<file path="src/inc/lpmc_cfg.svh">
// constants for the low-power mode controller: vector addresses and timing
`ifndef LPMC_CFG_SVH
`define LPMC_CFG_SVH

// ---------------------------------------------------------------
// vector table
// ---------------------------------------------------------------
`define LPMC_VEC_BASE 16'hFFD4
`define LPMC_VEC_RESET 16'hFFFE
`define LPMC_VEC_SWI 16'hFFFC
`define LPMC_VEC_IRQ 16'hFFFA
`define LPMC_VEC_TIM1_CH0 16'hFFF6
`define LPMC_VEC_TIM1_CH1 16'hFFF4
`define LPMC_VEC_TIM1_OVF 16'hFFF2
`define LPMC_VEC_SPI_RX 16'hFFEA
`define LPMC_VEC_SPI_TX 16'hFFE8
`define LPMC_VEC_KBD 16'hFFE0
`define LPMC_VEC_CONV 16'hFFDE
`define LPMC_VEC_TBM 16'hFFDC
`define LPMC_SRC_COUNT 21

// ---------------------------------------------------------------
// reset values and timing
// ---------------------------------------------------------------
`define LPMC_MASK_RESET 1'b1
`define LPMC_SRC_SEL_RESET 1'b0
`define LPMC_CLK_NS 8
`define LPMC_OSC_STAB_NS 32768
`define LPMC_OSC_STAB_CYCLES ((`LPMC_OSC_STAB_NS + `LPMC_CLK_NS - 1) / `LPMC_CLK_NS)

`endif

</file>
<file path="src/inc/lpmc_pkg.sv">
// types shared by the low-power mode controller
package lpmc_pkg;

	// controller states
	typedef enum logic [2:0]
	{
		LPMC_ST_RESET = 3'h0,
		LPMC_ST_RUN = 3'h1,
		LPMC_ST_WAIT = 3'h2,
		LPMC_ST_STOP = 3'h3,
		LPMC_ST_STAB = 3'h4
	} lpmc_state_type;

	// mode reported to the rest of the chip
	typedef enum logic [1:0]
	{
		LPMC_MODE_RUN = 2'h0,
		LPMC_MODE_WAIT = 2'h1,
		LPMC_MODE_STOP = 2'h2
	} lpmc_mode_type;

endpackage : lpmc_pkg

</file>
<file path="src/inc/lpmc_vec_if.sv">
// request vector and selected vector between controller and selector
interface lpmc_vec_if #(parameter int N = 21);
	logic [N-1:0] req;
	logic hit;
	logic [15:0] addr;
	logic [4:0] index;

	modport requester (output req, input hit, input addr, input index);
	modport selector (input req, output hit, output addr, output index);
endinterface : lpmc_vec_if

</file>
<file path="src/logic/lpmc_vector_select.sv">
// priority selector: highest pending source wins, vector address from its slot
`include "lpmc_cfg.svh"

module lpmc_vector_select #(
	parameter int N = `LPMC_SRC_COUNT
)(
	lpmc_vec_if.selector vec
);
	import lpmc_pkg::*;

	// ---------------------------------------------------------------
	// scan upward so that a higher address overrides a lower one
	// ---------------------------------------------------------------
	always_comb
	begin
		vec.hit = 1'b0;
		vec.index = 5'h00;
		vec.addr = `LPMC_VEC_BASE;
		for (int i = 0; i < N; i++)
		begin
			if (vec.req[i])
			begin
				vec.hit = 1'b1;
				vec.index = 5'(i);
				vec.addr = `LPMC_VEC_BASE + 16'(2 * i); // two bytes per slot
			end
		end
	end

endmodule : lpmc_vector_select

</file>
<file path="src/logic/lpmc_top.sv">
// low-power mode controller: wait/stop entry, clock gating, wake-up and vectors
//
// How it works
// - wait stops processor clock, bus runs
// - stop halts processor; bus too unless oscillator-run
// - converter runs in wait, its request wakes
// - stop idles converter, aborts pending conversion
// - no keepalive: oscillator, loop, generator outputs low
// - stop clears source select, stays cleared
// - keepalive set: loop off, oscillator keeps running
// - watchdog active in wait, resets on timeout
// - stop gates watchdog clock, clears prescaler
// - stop only when enabled, else ignored
// - wait/stop clear mask; reset wake sets it
// - processor clock held off during oscillator settle
// - external interrupt wakes only when unmasked
// - break active in wait, sets wait-break flag
// - break inactive in stop, state kept
// - two-byte vectors, priority rises with address
// - serial peripheral transmit/receive vector addresses
// - timer one overflow/channel vector addresses
// - wake restarts clocks and fetches vector
`include "lpmc_cfg.svh"

module lpmc_top #(
	parameter int SRC_COUNT = `LPMC_SRC_COUNT,
	parameter int OSC_STAB_CYCLES = `LPMC_OSC_STAB_CYCLES
)(
	input wire logic clk_in,
	input wire logic reset_n_in,
	input wire logic wait_exec_in,
	input wire logic stop_exec_in,
	input wire logic osc_run_in_stop_in,
	input wire logic oscillator_stop_keepalive_in,
	input wire logic stop_enable_in,
	input wire logic pll_power_on_in,
	input wire logic pll_source_select_write_in,
	input wire logic pll_source_select_data_in,
	input wire logic interrupt_mask_write_in,
	input wire logic interrupt_mask_data_in,
	input wire logic [SRC_COUNT-1:0] irq_req_in,
	input wire logic irq_pin_n_in,
	input wire logic irq_wake_mask_in,
	input wire logic watchdog_enable_in,
	input wire logic watchdog_timeout_in,
	input wire logic break_enable_in,
	input wire logic break_hit_in,
	input wire logic wait_break_flag_clear_in,
	output lpmc_pkg::lpmc_mode_type mode_out,
	output logic cpu_clock_enable_out,
	output logic bus_clock_enable_out,
	output logic interrupt_mask_out,
	output logic converter_active_out,
	output logic converter_abort_out,
	output logic oscillator_enable_out,
	output logic pll_enable_out,
	output logic crystal_clock_enable_out,
	output logic generator_output_enable_out,
	output logic generator_interrupt_enable_out,
	output logic pll_source_select_out,
	output logic watchdog_clock_enable_out,
	output logic watchdog_prescaler_clear_out,
	output logic watchdog_reset_out,
	output logic break_active_out,
	output logic wait_break_flag_out,
	output logic irq_pending_out,
	output logic vector_fetch_out,
	output logic [15:0] vector_address_out
);
	import lpmc_pkg::*;

	// ---------------------------------------------------------------
	// constants
	// ---------------------------------------------------------------
	localparam int CW = $clog2(OSC_STAB_CYCLES + 1);
	localparam logic [CW-1:0] STAB_LOAD = CW'(OSC_STAB_CYCLES);
	localparam int IDX_IRQ = (`LPMC_VEC_IRQ - `LPMC_VEC_BASE) / 2;
	localparam int IDX_SWI = (`LPMC_VEC_SWI - `LPMC_VEC_BASE) / 2;
	localparam int IDX_KBD = (`LPMC_VEC_KBD - `LPMC_VEC_BASE) / 2;
	localparam int IDX_TBM = (`LPMC_VEC_TBM - `LPMC_VEC_BASE) / 2;
	localparam int IDX_CONV = (`LPMC_VEC_CONV - `LPMC_VEC_BASE) / 2;
	localparam int IDX_SPI_TX = (`LPMC_VEC_SPI_TX - `LPMC_VEC_BASE) / 2;
	localparam int IDX_SPI_RX = (`LPMC_VEC_SPI_RX - `LPMC_VEC_BASE) / 2;
	localparam int IDX_T1_OVF = (`LPMC_VEC_TIM1_OVF - `LPMC_VEC_BASE) / 2;
	localparam int IDX_T1_CH1 = (`LPMC_VEC_TIM1_CH1 - `LPMC_VEC_BASE) / 2;
	localparam int IDX_T1_CH0 = (`LPMC_VEC_TIM1_CH0 - `LPMC_VEC_BASE) / 2;

	// ---------------------------------------------------------------
	// reset release and pin synchroniser
	// ---------------------------------------------------------------
	logic [1:0] rst_sync_reg;
	logic [1:0] rst_sync_next;
	logic rst_n;
	logic [1:0] pin_sync_reg;
	logic [1:0] pin_sync_next;
	logic pin_last_reg;
	logic pin_last_next;
	logic pin_fall;

	// reset is asserted at once but released two edges later
	always_comb
	begin
		rst_sync_next = {rst_sync_reg[0], 1'b1};
	end

	always_ff @(posedge clk_in or negedge reset_n_in)
	begin
		if (!reset_n_in)
			rst_sync_reg <= 2'h0;
		else
			rst_sync_reg <= rst_sync_next;
	end

	assign rst_n = rst_sync_reg[1];

	// pin is async; edge detection only looks at the second stage
	always_comb
	begin
		pin_sync_next = {pin_sync_reg[0], irq_pin_n_in};
		pin_last_next = pin_sync_reg[1];
	end

	always_ff @(posedge clk_in or negedge rst_n)
	begin
		if (!rst_n)
		begin
			pin_sync_reg <= 2'h3;
			pin_last_reg <= 1'b1;
		end
		else
		begin
			pin_sync_reg <= pin_sync_next;
			pin_last_reg <= pin_last_next;
		end
	end

	assign pin_fall = pin_last_reg & ~pin_sync_reg[1];

	// ---------------------------------------------------------------
	// wake request gathering and vector selection
	// ---------------------------------------------------------------
	lpmc_vec_if #(.N(SRC_COUNT)) vec ();

	lpmc_vector_select #(.N(SRC_COUNT)) u_vec (
		.vec(vec.selector)
	);

	lpmc_state_type state_reg;
	lpmc_state_type state_next;
	logic irq_pending_reg;
	logic irq_pending_next;
	logic break_pending_reg;
	logic break_pending_next;
	logic [SRC_COUNT-1:0] req_all;
	logic [SRC_COUNT-1:0] stop_wake_set;

	// in stop only the pin, keyboard and (oscillator alive) timebase can wake
	always_comb
	begin
		req_all = irq_req_in;
		req_all[IDX_IRQ] = irq_pending_reg & ~irq_wake_mask_in;
		req_all[IDX_SWI] = break_pending_reg;
		stop_wake_set = '0;
		stop_wake_set[IDX_IRQ] = 1'b1;
		stop_wake_set[IDX_KBD] = 1'b1;
		stop_wake_set[IDX_TBM] = osc_run_in_stop_in;
		if (state_reg == LPMC_ST_STOP)
			vec.req = req_all & stop_wake_set;
		else
			vec.req = req_all; // converter bit wakes from wait like any other
	end

	// ---------------------------------------------------------------
	// mode sequencer and outputs
	// ---------------------------------------------------------------
	lpmc_mode_type mode_reg;
	lpmc_mode_type mode_next;
	logic cpu_en_reg;
	logic cpu_en_next;
	logic bus_en_reg;
	logic bus_en_next;
	logic mask_reg;
	logic mask_next;
	logic conv_active_reg;
	logic conv_active_next;
	logic conv_abort_reg;
	logic conv_abort_next;
	logic osc_en_reg;
	logic osc_en_next;
	logic pll_en_reg;
	logic pll_en_next;
	logic xtal_en_reg;
	logic xtal_en_next;
	logic gen_out_en_reg;
	logic gen_out_en_next;
	logic gen_int_en_reg;
	logic gen_int_en_next;
	logic src_sel_reg;
	logic src_sel_next;
	logic wd_clk_en_reg;
	logic wd_clk_en_next;
	logic wd_pre_clr_reg;
	logic wd_pre_clr_next;
	logic wd_reset_reg;
	logic wd_reset_next;
	logic brk_active_reg;
	logic brk_active_next;
	logic wbrk_flag_reg;
	logic wbrk_flag_next;
	logic fetch_reg;
	logic fetch_next;
	logic [15:0] vaddr_reg;
	logic [15:0] vaddr_next;
	logic [4:0] held_idx_reg;
	logic [4:0] held_idx_next;
	logic [CW-1:0] stab_cnt_reg;
	logic [CW-1:0] stab_cnt_next;
	logic fetch_idx_irq;
	logic fetch_idx_swi;

	// one pulse per taken vector; the chosen slot drops its pending latch
	always_comb
	begin
		fetch_idx_irq = 1'b0;
		fetch_idx_swi = 1'b0;
		if (fetch_reg && vaddr_reg == `LPMC_VEC_IRQ)
			fetch_idx_irq = 1'b1;
		if (fetch_reg && vaddr_reg == `LPMC_VEC_SWI)
			fetch_idx_swi = 1'b1;
	end

	// next-state logic for all control state
	always_comb
	begin
		state_next = state_reg;
		mask_next = mask_reg;
		src_sel_next = src_sel_reg;
		stab_cnt_next = stab_cnt_reg;
		held_idx_next = held_idx_reg;
		conv_abort_next = 1'b0;
		wd_pre_clr_next = 1'b0;
		wd_reset_next = 1'b0;
		fetch_next = 1'b0;
		vaddr_next = vaddr_reg;
		// a new edge wins over the clear from its own vector fetch
		irq_pending_next = pin_fall | (irq_pending_reg & ~fetch_idx_irq);
		break_pending_next = (break_hit_in & break_enable_in) | (break_pending_reg & ~fetch_idx_swi);
		// set wins over software clear
		wbrk_flag_next = wbrk_flag_reg & ~wait_break_flag_clear_in;
		if (state_reg == LPMC_ST_WAIT && break_hit_in && break_enable_in)
			wbrk_flag_next = 1'b1;
		if (pll_source_select_write_in)
			src_sel_next = pll_source_select_data_in;
		if (interrupt_mask_write_in)
			mask_next = interrupt_mask_data_in;

		case (state_reg)
			LPMC_ST_RESET:
			begin
				mask_next = 1'b1; // reset wake leaves mask set
				fetch_next = 1'b1;
				vaddr_next = `LPMC_VEC_RESET;
				state_next = LPMC_ST_RUN;
			end
			LPMC_ST_RUN:
			begin
				if (watchdog_enable_in && watchdog_timeout_in)
				begin
					wd_reset_next = 1'b1;
					state_next = LPMC_ST_RESET;
				end
				else if (stop_exec_in && stop_enable_in) // disabled stop is a no-op
				begin
					mask_next = 1'b0;
					conv_abort_next = 1'b1;
					wd_pre_clr_next = 1'b1;
					src_sel_next = 1'b0; // fall back to halved crystal
					state_next = LPMC_ST_STOP;
				end
				else if (wait_exec_in)
				begin
					mask_next = 1'b0;
					state_next = LPMC_ST_WAIT;
				end
			end
			LPMC_ST_WAIT:
			begin
				if (watchdog_enable_in && watchdog_timeout_in)
				begin
					wd_reset_next = 1'b1; // watchdog keeps running in wait
					state_next = LPMC_ST_RESET;
				end
				else if (vec.hit)
				begin
					fetch_next = 1'b1;
					vaddr_next = vec.addr;
					state_next = LPMC_ST_RUN;
				end
			end
			LPMC_ST_STOP:
			begin
				if (vec.hit)
				begin
					held_idx_next = vec.index;
					stab_cnt_next = STAB_LOAD;
					state_next = LPMC_ST_STAB;
				end
			end
			LPMC_ST_STAB:
			begin
				// processor waits here until the oscillator has settled
				if (stab_cnt_reg <= CW'(1))
				begin
					fetch_next = 1'b1;
					vaddr_next = `LPMC_VEC_BASE + {10'h000, held_idx_reg, 1'b0};
					state_next = LPMC_ST_RUN;
				end
				else
					stab_cnt_next = stab_cnt_reg - CW'(1);
			end
			default:
				state_next = LPMC_ST_RESET;
		endcase

		// clock and module enables follow the state being entered
		mode_next = LPMC_MODE_RUN;
		cpu_en_next = 1'b1;
		bus_en_next = 1'b1;
		conv_active_next = 1'b1;
		osc_en_next = 1'b1;
		pll_en_next = pll_power_on_in;
		xtal_en_next = 1'b1;
		gen_out_en_next = 1'b1;
		gen_int_en_next = 1'b1;
		wd_clk_en_next = 1'b1;
		brk_active_next = break_enable_in;
		case (state_next)
			LPMC_ST_WAIT:
			begin
				mode_next = LPMC_MODE_WAIT;
				cpu_en_next = 1'b0; // bus clock keeps running
			end
			LPMC_ST_STOP:
			begin
				mode_next = LPMC_MODE_STOP;
				cpu_en_next = 1'b0;
				bus_en_next = osc_run_in_stop_in;
				conv_active_next = 1'b0;
				osc_en_next = oscillator_stop_keepalive_in;
				pll_en_next = 1'b0; // loop off either way
				xtal_en_next = oscillator_stop_keepalive_in;
				gen_out_en_next = oscillator_stop_keepalive_in;
				gen_int_en_next = oscillator_stop_keepalive_in;
				wd_clk_en_next = 1'b0;
				brk_active_next = 1'b0; // registers untouched, only idled
			end
			LPMC_ST_STAB:
			begin
				mode_next = LPMC_MODE_STOP;
				cpu_en_next = 1'b0;
				conv_active_next = 1'b0; // resumes only once running again
				pll_en_next = 1'b0;
				wd_clk_en_next = 1'b0;
				brk_active_next = 1'b0;
			end
			default:
			begin
				mode_next = LPMC_MODE_RUN;
			end
		endcase
	end

	// registers only; state after reset is the reset-vector fetch
	always_ff @(posedge clk_in or negedge rst_n)
	begin
		if (!rst_n)
		begin
			state_reg <= LPMC_ST_RESET;
			mode_reg <= LPMC_MODE_RUN;
			cpu_en_reg <= 1'b0;
			bus_en_reg <= 1'b1;
			mask_reg <= `LPMC_MASK_RESET;
			conv_active_reg <= 1'b0;
			conv_abort_reg <= 1'b0;
			osc_en_reg <= 1'b1;
			pll_en_reg <= 1'b0;
			xtal_en_reg <= 1'b1;
			gen_out_en_reg <= 1'b1;
			gen_int_en_reg <= 1'b1;
			src_sel_reg <= `LPMC_SRC_SEL_RESET;
			wd_clk_en_reg <= 1'b1;
			wd_pre_clr_reg <= 1'b0;
			wd_reset_reg <= 1'b0;
			brk_active_reg <= 1'b0;
			wbrk_flag_reg <= 1'b0;
			irq_pending_reg <= 1'b0;
			break_pending_reg <= 1'b0;
			fetch_reg <= 1'b0;
			vaddr_reg <= `LPMC_VEC_RESET;
			held_idx_reg <= 5'h00;
			stab_cnt_reg <= '0;
		end
		else
		begin
			state_reg <= state_next;
			mode_reg <= mode_next;
			cpu_en_reg <= cpu_en_next;
			bus_en_reg <= bus_en_next;
			mask_reg <= mask_next;
			conv_active_reg <= conv_active_next;
			conv_abort_reg <= conv_abort_next;
			osc_en_reg <= osc_en_next;
			pll_en_reg <= pll_en_next;
			xtal_en_reg <= xtal_en_next;
			gen_out_en_reg <= gen_out_en_next;
			gen_int_en_reg <= gen_int_en_next;
			src_sel_reg <= src_sel_next;
			wd_clk_en_reg <= wd_clk_en_next;
			wd_pre_clr_reg <= wd_pre_clr_next;
			wd_reset_reg <= wd_reset_next;
			brk_active_reg <= brk_active_next;
			wbrk_flag_reg <= wbrk_flag_next;
			irq_pending_reg <= irq_pending_next;
			break_pending_reg <= break_pending_next;
			fetch_reg <= fetch_next;
			vaddr_reg <= vaddr_next;
			held_idx_reg <= held_idx_next;
			stab_cnt_reg <= stab_cnt_next;
		end
	end

	// ---------------------------------------------------------------
	// outputs, all straight from flip-flops
	// ---------------------------------------------------------------
	assign mode_out = mode_reg;
	assign cpu_clock_enable_out = cpu_en_reg;
	assign bus_clock_enable_out = bus_en_reg;
	assign interrupt_mask_out = mask_reg;
	assign converter_active_out = conv_active_reg;
	assign converter_abort_out = conv_abort_reg;
	assign oscillator_enable_out = osc_en_reg;
	assign pll_enable_out = pll_en_reg;
	assign crystal_clock_enable_out = xtal_en_reg;
	assign generator_output_enable_out = gen_out_en_reg;
	assign generator_interrupt_enable_out = gen_int_en_reg;
	assign pll_source_select_out = src_sel_reg;
	assign watchdog_clock_enable_out = wd_clk_en_reg;
	assign watchdog_prescaler_clear_out = wd_pre_clr_reg;
	assign watchdog_reset_out = wd_reset_reg;
	assign break_active_out = brk_active_reg;
	assign wait_break_flag_out = wbrk_flag_reg;
	assign irq_pending_out = irq_pending_reg;
	assign vector_fetch_out = fetch_reg;
	assign vector_address_out = vaddr_reg;

endmodule : lpmc_top

</file>
<file path="config.mk">
export PLATFORM = sky130hd
export DESIGN_NAME = lpmc_top
export DESIGN_NICKNAME = d
export VERILOG_FILES = /design/src/inc/lpmc_pkg.sv /design/src/inc/lpmc_vec_if.sv /design/src/logic/lpmc_vector_select.sv /design/src/logic/lpmc_top.sv
export VERILOG_INCLUDE_DIRS = /design/src /design/src/inc
export SDC_FILE = /design/constraint.sdc
export NUM_CORES = 1
export LEC_CHECK = 0
export BUFFER_PORTS_ARGS = -buffer_cell sky130_fd_sc_hd__buf_2
export CORE_UTILIZATION = 50
export CTS_CLUSTER_SIZE = 8
export DETAILED_ROUTE_END_ITERATION = 16
export PLACE_DENSITY = 0.85
export SLEW_MARGIN = 30
export SYNTH_ARGS = -nofsm -noshare
export SYNTH_HDL_FRONTEND = slang
export SYNTH_SLANG_ARGS = --single-unit
</file>
<file path="constraint.sdc">
create_clock -name clk_in -period 1.6 [get_ports clk_in]
set_input_delay 0.16 -clock clk_in [delete_from_list [all_inputs] [get_ports clk_in]]
set_output_delay 0.16 -clock clk_in [all_outputs]
set_load 0.02 [all_outputs]
</file>
# [Word-level counts from Yosys, hierarchy flattened]
# Index checks and enable logic that the tools add are counted.
[word_totals] input_bits=40 ff_bits=59 out_inout_bits=36 wordCells=174
[classes] mux=105 n_reduce_logical=15 bitwise_logic=14 addsub=2 eq_ne=14 n_lt_le_gt_ge=1
[op_table] cell="two-way mux 6 bit" count=15
[op_table] cell="two-way mux 16 bit" count=3
[op_table] cell="two-way mux 4 bit" count=12
[op_table] cell="case mux 16 bit (3 select lines)" count=1
[op_table] cell="two-way mux 1 bit" count=47
[op_table] cell="two-way mux 3 bit" count=11
[op_table] cell="== test 16 bit, second input constant" count=2
[op_table] cell="two-way mux 13 bit" count=2
[op_table] cell="case mux 13 bit (2 select lines)" count=1
[op_table] cell="two-way mux 5 bit" count=5
[op_table] cell="bitwise AND 21 x 20 -> 21 bit" count=1
[op_table] cell="two-way mux 21 bit" count=1
[op_table] cell="case mux 3 bit (5 select lines)" count=1
[op_table] cell="<= comparator 13 x 1 -> 1 bit, second input constant" count=1
[op_table] cell="subtractor 13 x 1 -> 13 bit, second input constant" count=1
[op_table] cell="== test 3 x 2 -> 1 bit, second input constant" count=4
[op_table] cell="adder 7 x 7 -> 8 bit, first input constant" count=1
[op_table] cell="bitwise AND 1 bit" count=6
[op_table] cell="== test 3 bit, second input constant" count=2
[op_table] cell="logical AND 1 bit" count=6
[op_table] cell="two-way mux 2 bit" count=3
[op_table] cell="!= test 2 bit, second input constant" count=3
[op_table] cell="NOT 1 bit" count=5
[op_table] cell="!= test 2 x 1 -> 1 bit, second input constant" count=2
[op_table] cell="13 further kinds" count=15

# [Logic depth before layout (Yosys ltp)]
[depth] ltp_word=31 ltp_mapped=8

# [Hierarchy]
# From an unflattened synthesis, not the netlist that was laid out.
[unflattened] cells_unflattened=344 area_unflattened_um2=3220.6
[by_module_without_submodules] module="lpmc_top" seq_area_each_um2=1503.9 cells_each=282 n_inst=1 area_each_um2=2835.2
[by_module_without_submodules] module="lpmc_vector_select" seq_area_each_um2=0.0 cells_each=62 n_inst=1 area_each_um2=385.4

# [Worst setup path after synthesis]
# Ideal clock, no wire load.
[synth_timing] kind="reg2reg" start="register stab_cnt_reg[4]" end="register vaddr_reg[6], in the netlist vector_address_out[6]" arrival_time_ns=1.961 path_slack_ns=-0.438 period_less_slack_ns=2.038 setup_time_ns=0.077 path_stages_with_launch=8 required_time_ns=1.523 cell_sequence="dfrtp_1 > nor4_4 > o2111ai_4 > a211o_1 > o21a_1 > buf_6 > or3_1 > o21a_1"
[synth_via] elab_chain_len=3
[synth_lines] element="start: declaration" line_no="lpmc_top.sv:216" rtl="logic [CW-1:0] stab_cnt_reg;"
[synth_lines] element="start signal: assignment" line_no="lpmc_top.sv:428" rtl="stab_cnt_reg <= stab_cnt_next;"
[synth_lines] element="<= comparator 13 x 1 -> 1 bit" line_no="lpmc_top.sv:312" rtl="if (stab_cnt_reg <= CW'(1))"
[synth_lines] element="!= test 2 bit (no source line)"
[synth_lines] element="AND reduction 4 bit (no source line)"
[synth_lines] element="end signal: assignment" line_no="lpmc_top.sv:399" rtl="vaddr_reg <= `LPMC_VEC_RESET;"
[synth_lines] element="end signal: assignment" line_no="lpmc_top.sv:426" rtl="vaddr_reg <= vaddr_next;"
[synth_lines] element="end: declaration" line_no="lpmc_top.sv:212" rtl="logic [15:0] vaddr_reg;"
# Every way passes these cells.
# A chain may end at the register's enable or synchronous reset.

# [Final worst setup path]
[layout_timing] start="register stab_cnt_reg[8]" end="register vaddr_reg[6], in the netlist vector_address_out[6]"
# Same word-level chain as after synthesis.

==> reports/metrics.cfg <==
[outcome]
status=finished, violations left
violations=setup timing

[clocking]
numCtsBuffers=5
clock-sinks=50
cts_tree=yes
clk_path_buf_depth=2
h-tree-depth=2
root_buffer=clkbuf_8
worstSkewPairLatency_ns=0.32
clkTransAtPathRegs_ns=0.10

[logic_synthesis]
synth-edff-count=0
syn-cell-area_um2=2540
synthDistinctLibCells=51
ys_warn_count=0
synth_nets=302
synthArstFlopShare_pct=100
synth_cells=259
ys_seq_elements=50
synth_ff_type=dfrtp_1
syn_avg_cell_area_um2=9.80
seq_area_frac_synth_pct=50.0

[sta]
finalCritPeriodShare_pct=122
max_slew.worst_pin.slew_ns=0.601
max_freq_mhz=513
fin_ws_ns=-0.350
finalSetupViolCount=33
worst_clock_skew_ns=0.00750
slew_viol_final=0
maxSlewHeadroom_pct=59.5
hold_viol_final=0
rsz0062_at_grt=true
period_minus_slack_ns=1.95

[cells_and_area]
largest_reg_flops=13
num_antenna_cells=0
design_area_um2=3960
area.growth.synth_to_final_pct=56.0
final_nets=452
drive_gt1_share_pct=56.6

[place]
gp_congestion=0.908
postPlaceCellArea_um2=3480
hpwlAfterDp_um=5240
io_buffers=72

[floorplan]
dieWidth_um=73.2
die_h_um=73.2
start_util_pct=52.7
die-area_um2=5360
core_um2=4820
io_pins=76
rows=25

[global_route]
grt_pass1_wl_um=12300
grtUsageTotal_pct=31.1
grt_pass1_vias=2663
antenna_found_initial=0
grt_overflow=0
grt_max_degree=49

[min_path]
holdCritStartpoint=oscillator_stop_keepalive_in
holdPathStages=2
hold-path-endpoint=generator_interrupt_enable_out
hold_path.class=input pin to flop

[worst_setup_path]
crit_arrival_ns=2.20
r2r-start=stab_cnt_reg[8]
worstPathMaxFanout=5
slowest_delay_ns=0.42
cp-start-kind=flop
crit_chain=nor4_4 > o2111ai_4 > a211o_1 > o21a_4 > or3_4 > o21a_1
crit_path_end_kind=flop
critPathTopFamily=compound AO/OA/AOI/OAI gates
critical_path_buf_inv_count=0
r2r_setup_slack_ns=-0.35
r2r-end=vector_address_out[6]
slowest_stage=dfrtp_1
worstPathRequired_ns=1.85
path_class=flop to flop
r2r_cells=6

[pwr]
ir_drop_uv=928
p_per_area_nw_per_um2=1660
p_leak_nw=1.82
p_total_mw=6.58
pwr-share-seq_pct=31.1
swShare_pct=41.2
internal-power_mw=3.87
combPwrFrac_pct=54.7
power.share.clock_pct=14.2
switching_power_mw=2.71

[drt]
vias=2799
drtIter0Drc=178
vias_per_cell=5.87
drc=0
wl_per_cell_um=18.0
finalWirelength_um=8590
first_pass_iters=6
postRouteAntennaNets=0

[flow_run]
drv_cap=0

==> cell usage after synthesis, types with 2 or more instances <==
library cell	number	share of area, %
a211oi_1	4	1.2
a21o_1	2	0.59
a21oi_1	13	2.6
and4_1	2	0.69
buf_4	13	3.8
clkbuf_1	3	0.44
conb_1	2	0.30
dfrtp_1	36	36
dfstp_2	14	14
ha_1	3	1.5
inv_1	8	1.2
nand2_1	24	3.6
nand2b_1	7	1.7
nand3_1	9	1.8
nand4_1	3	0.74
nor2_1	24	3.6
nor2b_1	3	0.74
nor3_1	14	2.8
nor3b_1	3	0.89
nor4_1	5	1.2
o211ai_1	3	0.89
o21a_1	5	1.5
o21ai_0	15	3.0
o22ai_1	3	0.74
o31ai_1	5	1.5
o41ai_1	2	0.69
or4_1	3	0.89
xnor2_1	7	2.4
xor2_1	2	0.69
==> logic make-up after synthesis <==
family | count (synthesis) | synth area share, %
other cells | 2 | 0.296
flops | 50 | 50.0
xor+xnor | 9 | 3.11
buf+inv | 26 | 6.11
fa+ha+maj | 3 | 1.48
compound gates | 60 | 16.1
simple gates | 108 | 22.5
mux | 1 | 0.394
==> per-stage QoR <==
step | instances | TNS [ns] | setup slack, ns | hold WS [ns] | util, %
after global routing | 477 | -9.24 | -0.410 | 0.0322 | 82.2
after global placement | 457 | -5.08 | -0.307 | -0.0527 | 72.2
after floorplan | 259 | -3.97 | -0.317 | -0.136 | -
after CTS | 471 | -5.51 | -0.299 | 0.0224 | 78.4
after detailed placement | 457 | -6.40 | -0.338 | -0.0492 | 72.2
final | 477 | -6.62 | -0.350 | 0.0243 | 82.2
==> worst reg2reg max path: stages, from the launching register on <==
cell	delay [ns]
dfrtp_1	0.42
nor4_4	0.33
o2111ai_4	0.21
a211o_1	0.32
o21a_4	0.15
or3_4	0.34
o21a_1	0.12
==> final cells by class <==
cell class                      instances  area [µm²]
Multi-Input combinational cell        183        1360
Sequential cell                        50        1270
Timing Repair Buffer                  161        1090
Fill cell                             274         860
Tap cell                               67        83.8
Clock buffer                            5        68.8
Clock inverter                          3        47.5
Inverter                                8        32.5
==> per-layer routing <==
layer  wire [µm]  part of all wire [%]  vias to the layer above  GRT usage (%)
met5           0                     0                        -              0
met4         514                   6.0                        0           17.4
met3         573                   6.7                       62           8.84
met2        4460                    52                      168           55.7
met1        3040                    35                     1349           32.4
li1            -                     -                     1220              -
==> worst max path at each step <==
stage                startpoint                      to  slack, ns  depth (start not counted)
5_1_grt         stab_cnt_reg[6]   vector_address_out[6]      -0.41                          6
3_5_place_dp      irq_req_in[8]             mode_out[1]      -0.34                          7
6_report        stab_cnt_reg[8]   vector_address_out[6]      -0.35                          6
3_3_place_gp      irq_req_in[2]  vector_address_out[14]      -0.31                          8
4_1_cts        stab_cnt_reg[11]   vector_address_out[6]      -0.30                          6
2_1_floorplan   stab_cnt_reg[8]   vector_address_out[6]      -0.32                          7
==> cells in the final DEF, fill, tap and decap left out, types with 5 or more instances in the layout <==
| master | n |
|---|---|
| nand2b_1 | 7 |
| o21ai_2 | 5 |
| a21oi_1 | 8 |
| o21ai_0 | 10 |
| buf_2 | 72 |
| xnor2_1 | 7 |
| nand3_1 | 8 |
| nor2_1 | 21 |
| buf_6 | 12 |
| dfstp_2 | 14 |
| buf_4 | 74 |
| nand2_1 | 18 |
| dfrtp_1 | 33 |
| inv_1 | 6 |
| nor3_1 | 10 |
| clkbuf_8 | 5 |
==> power groups by stage <==
stage          sequential [mW]  combinational (mW)  clock, mW
6_report                  2.04                3.60      0.935
5_1_grt                   2.07                3.83      0.979
4_1_cts                   2.00                3.19      0.937
3_5_place_dp              2.02                2.82          0
3_3_place_gp              1.99                2.71          0
2_1_floorplan             2.24                1.35          0
==> timing repair <==
action | 4_1_cts | 5_1_grt
endpoints found under the hold margin | 3 | 0
setup endpoints to repair | 32 | 38
setup buffers | 4 | 6
gates resized for setup | 35 | 32
pin swaps | 9 | 11
hold buffers | 2 | 0
(Power assumes the default switching activity.)
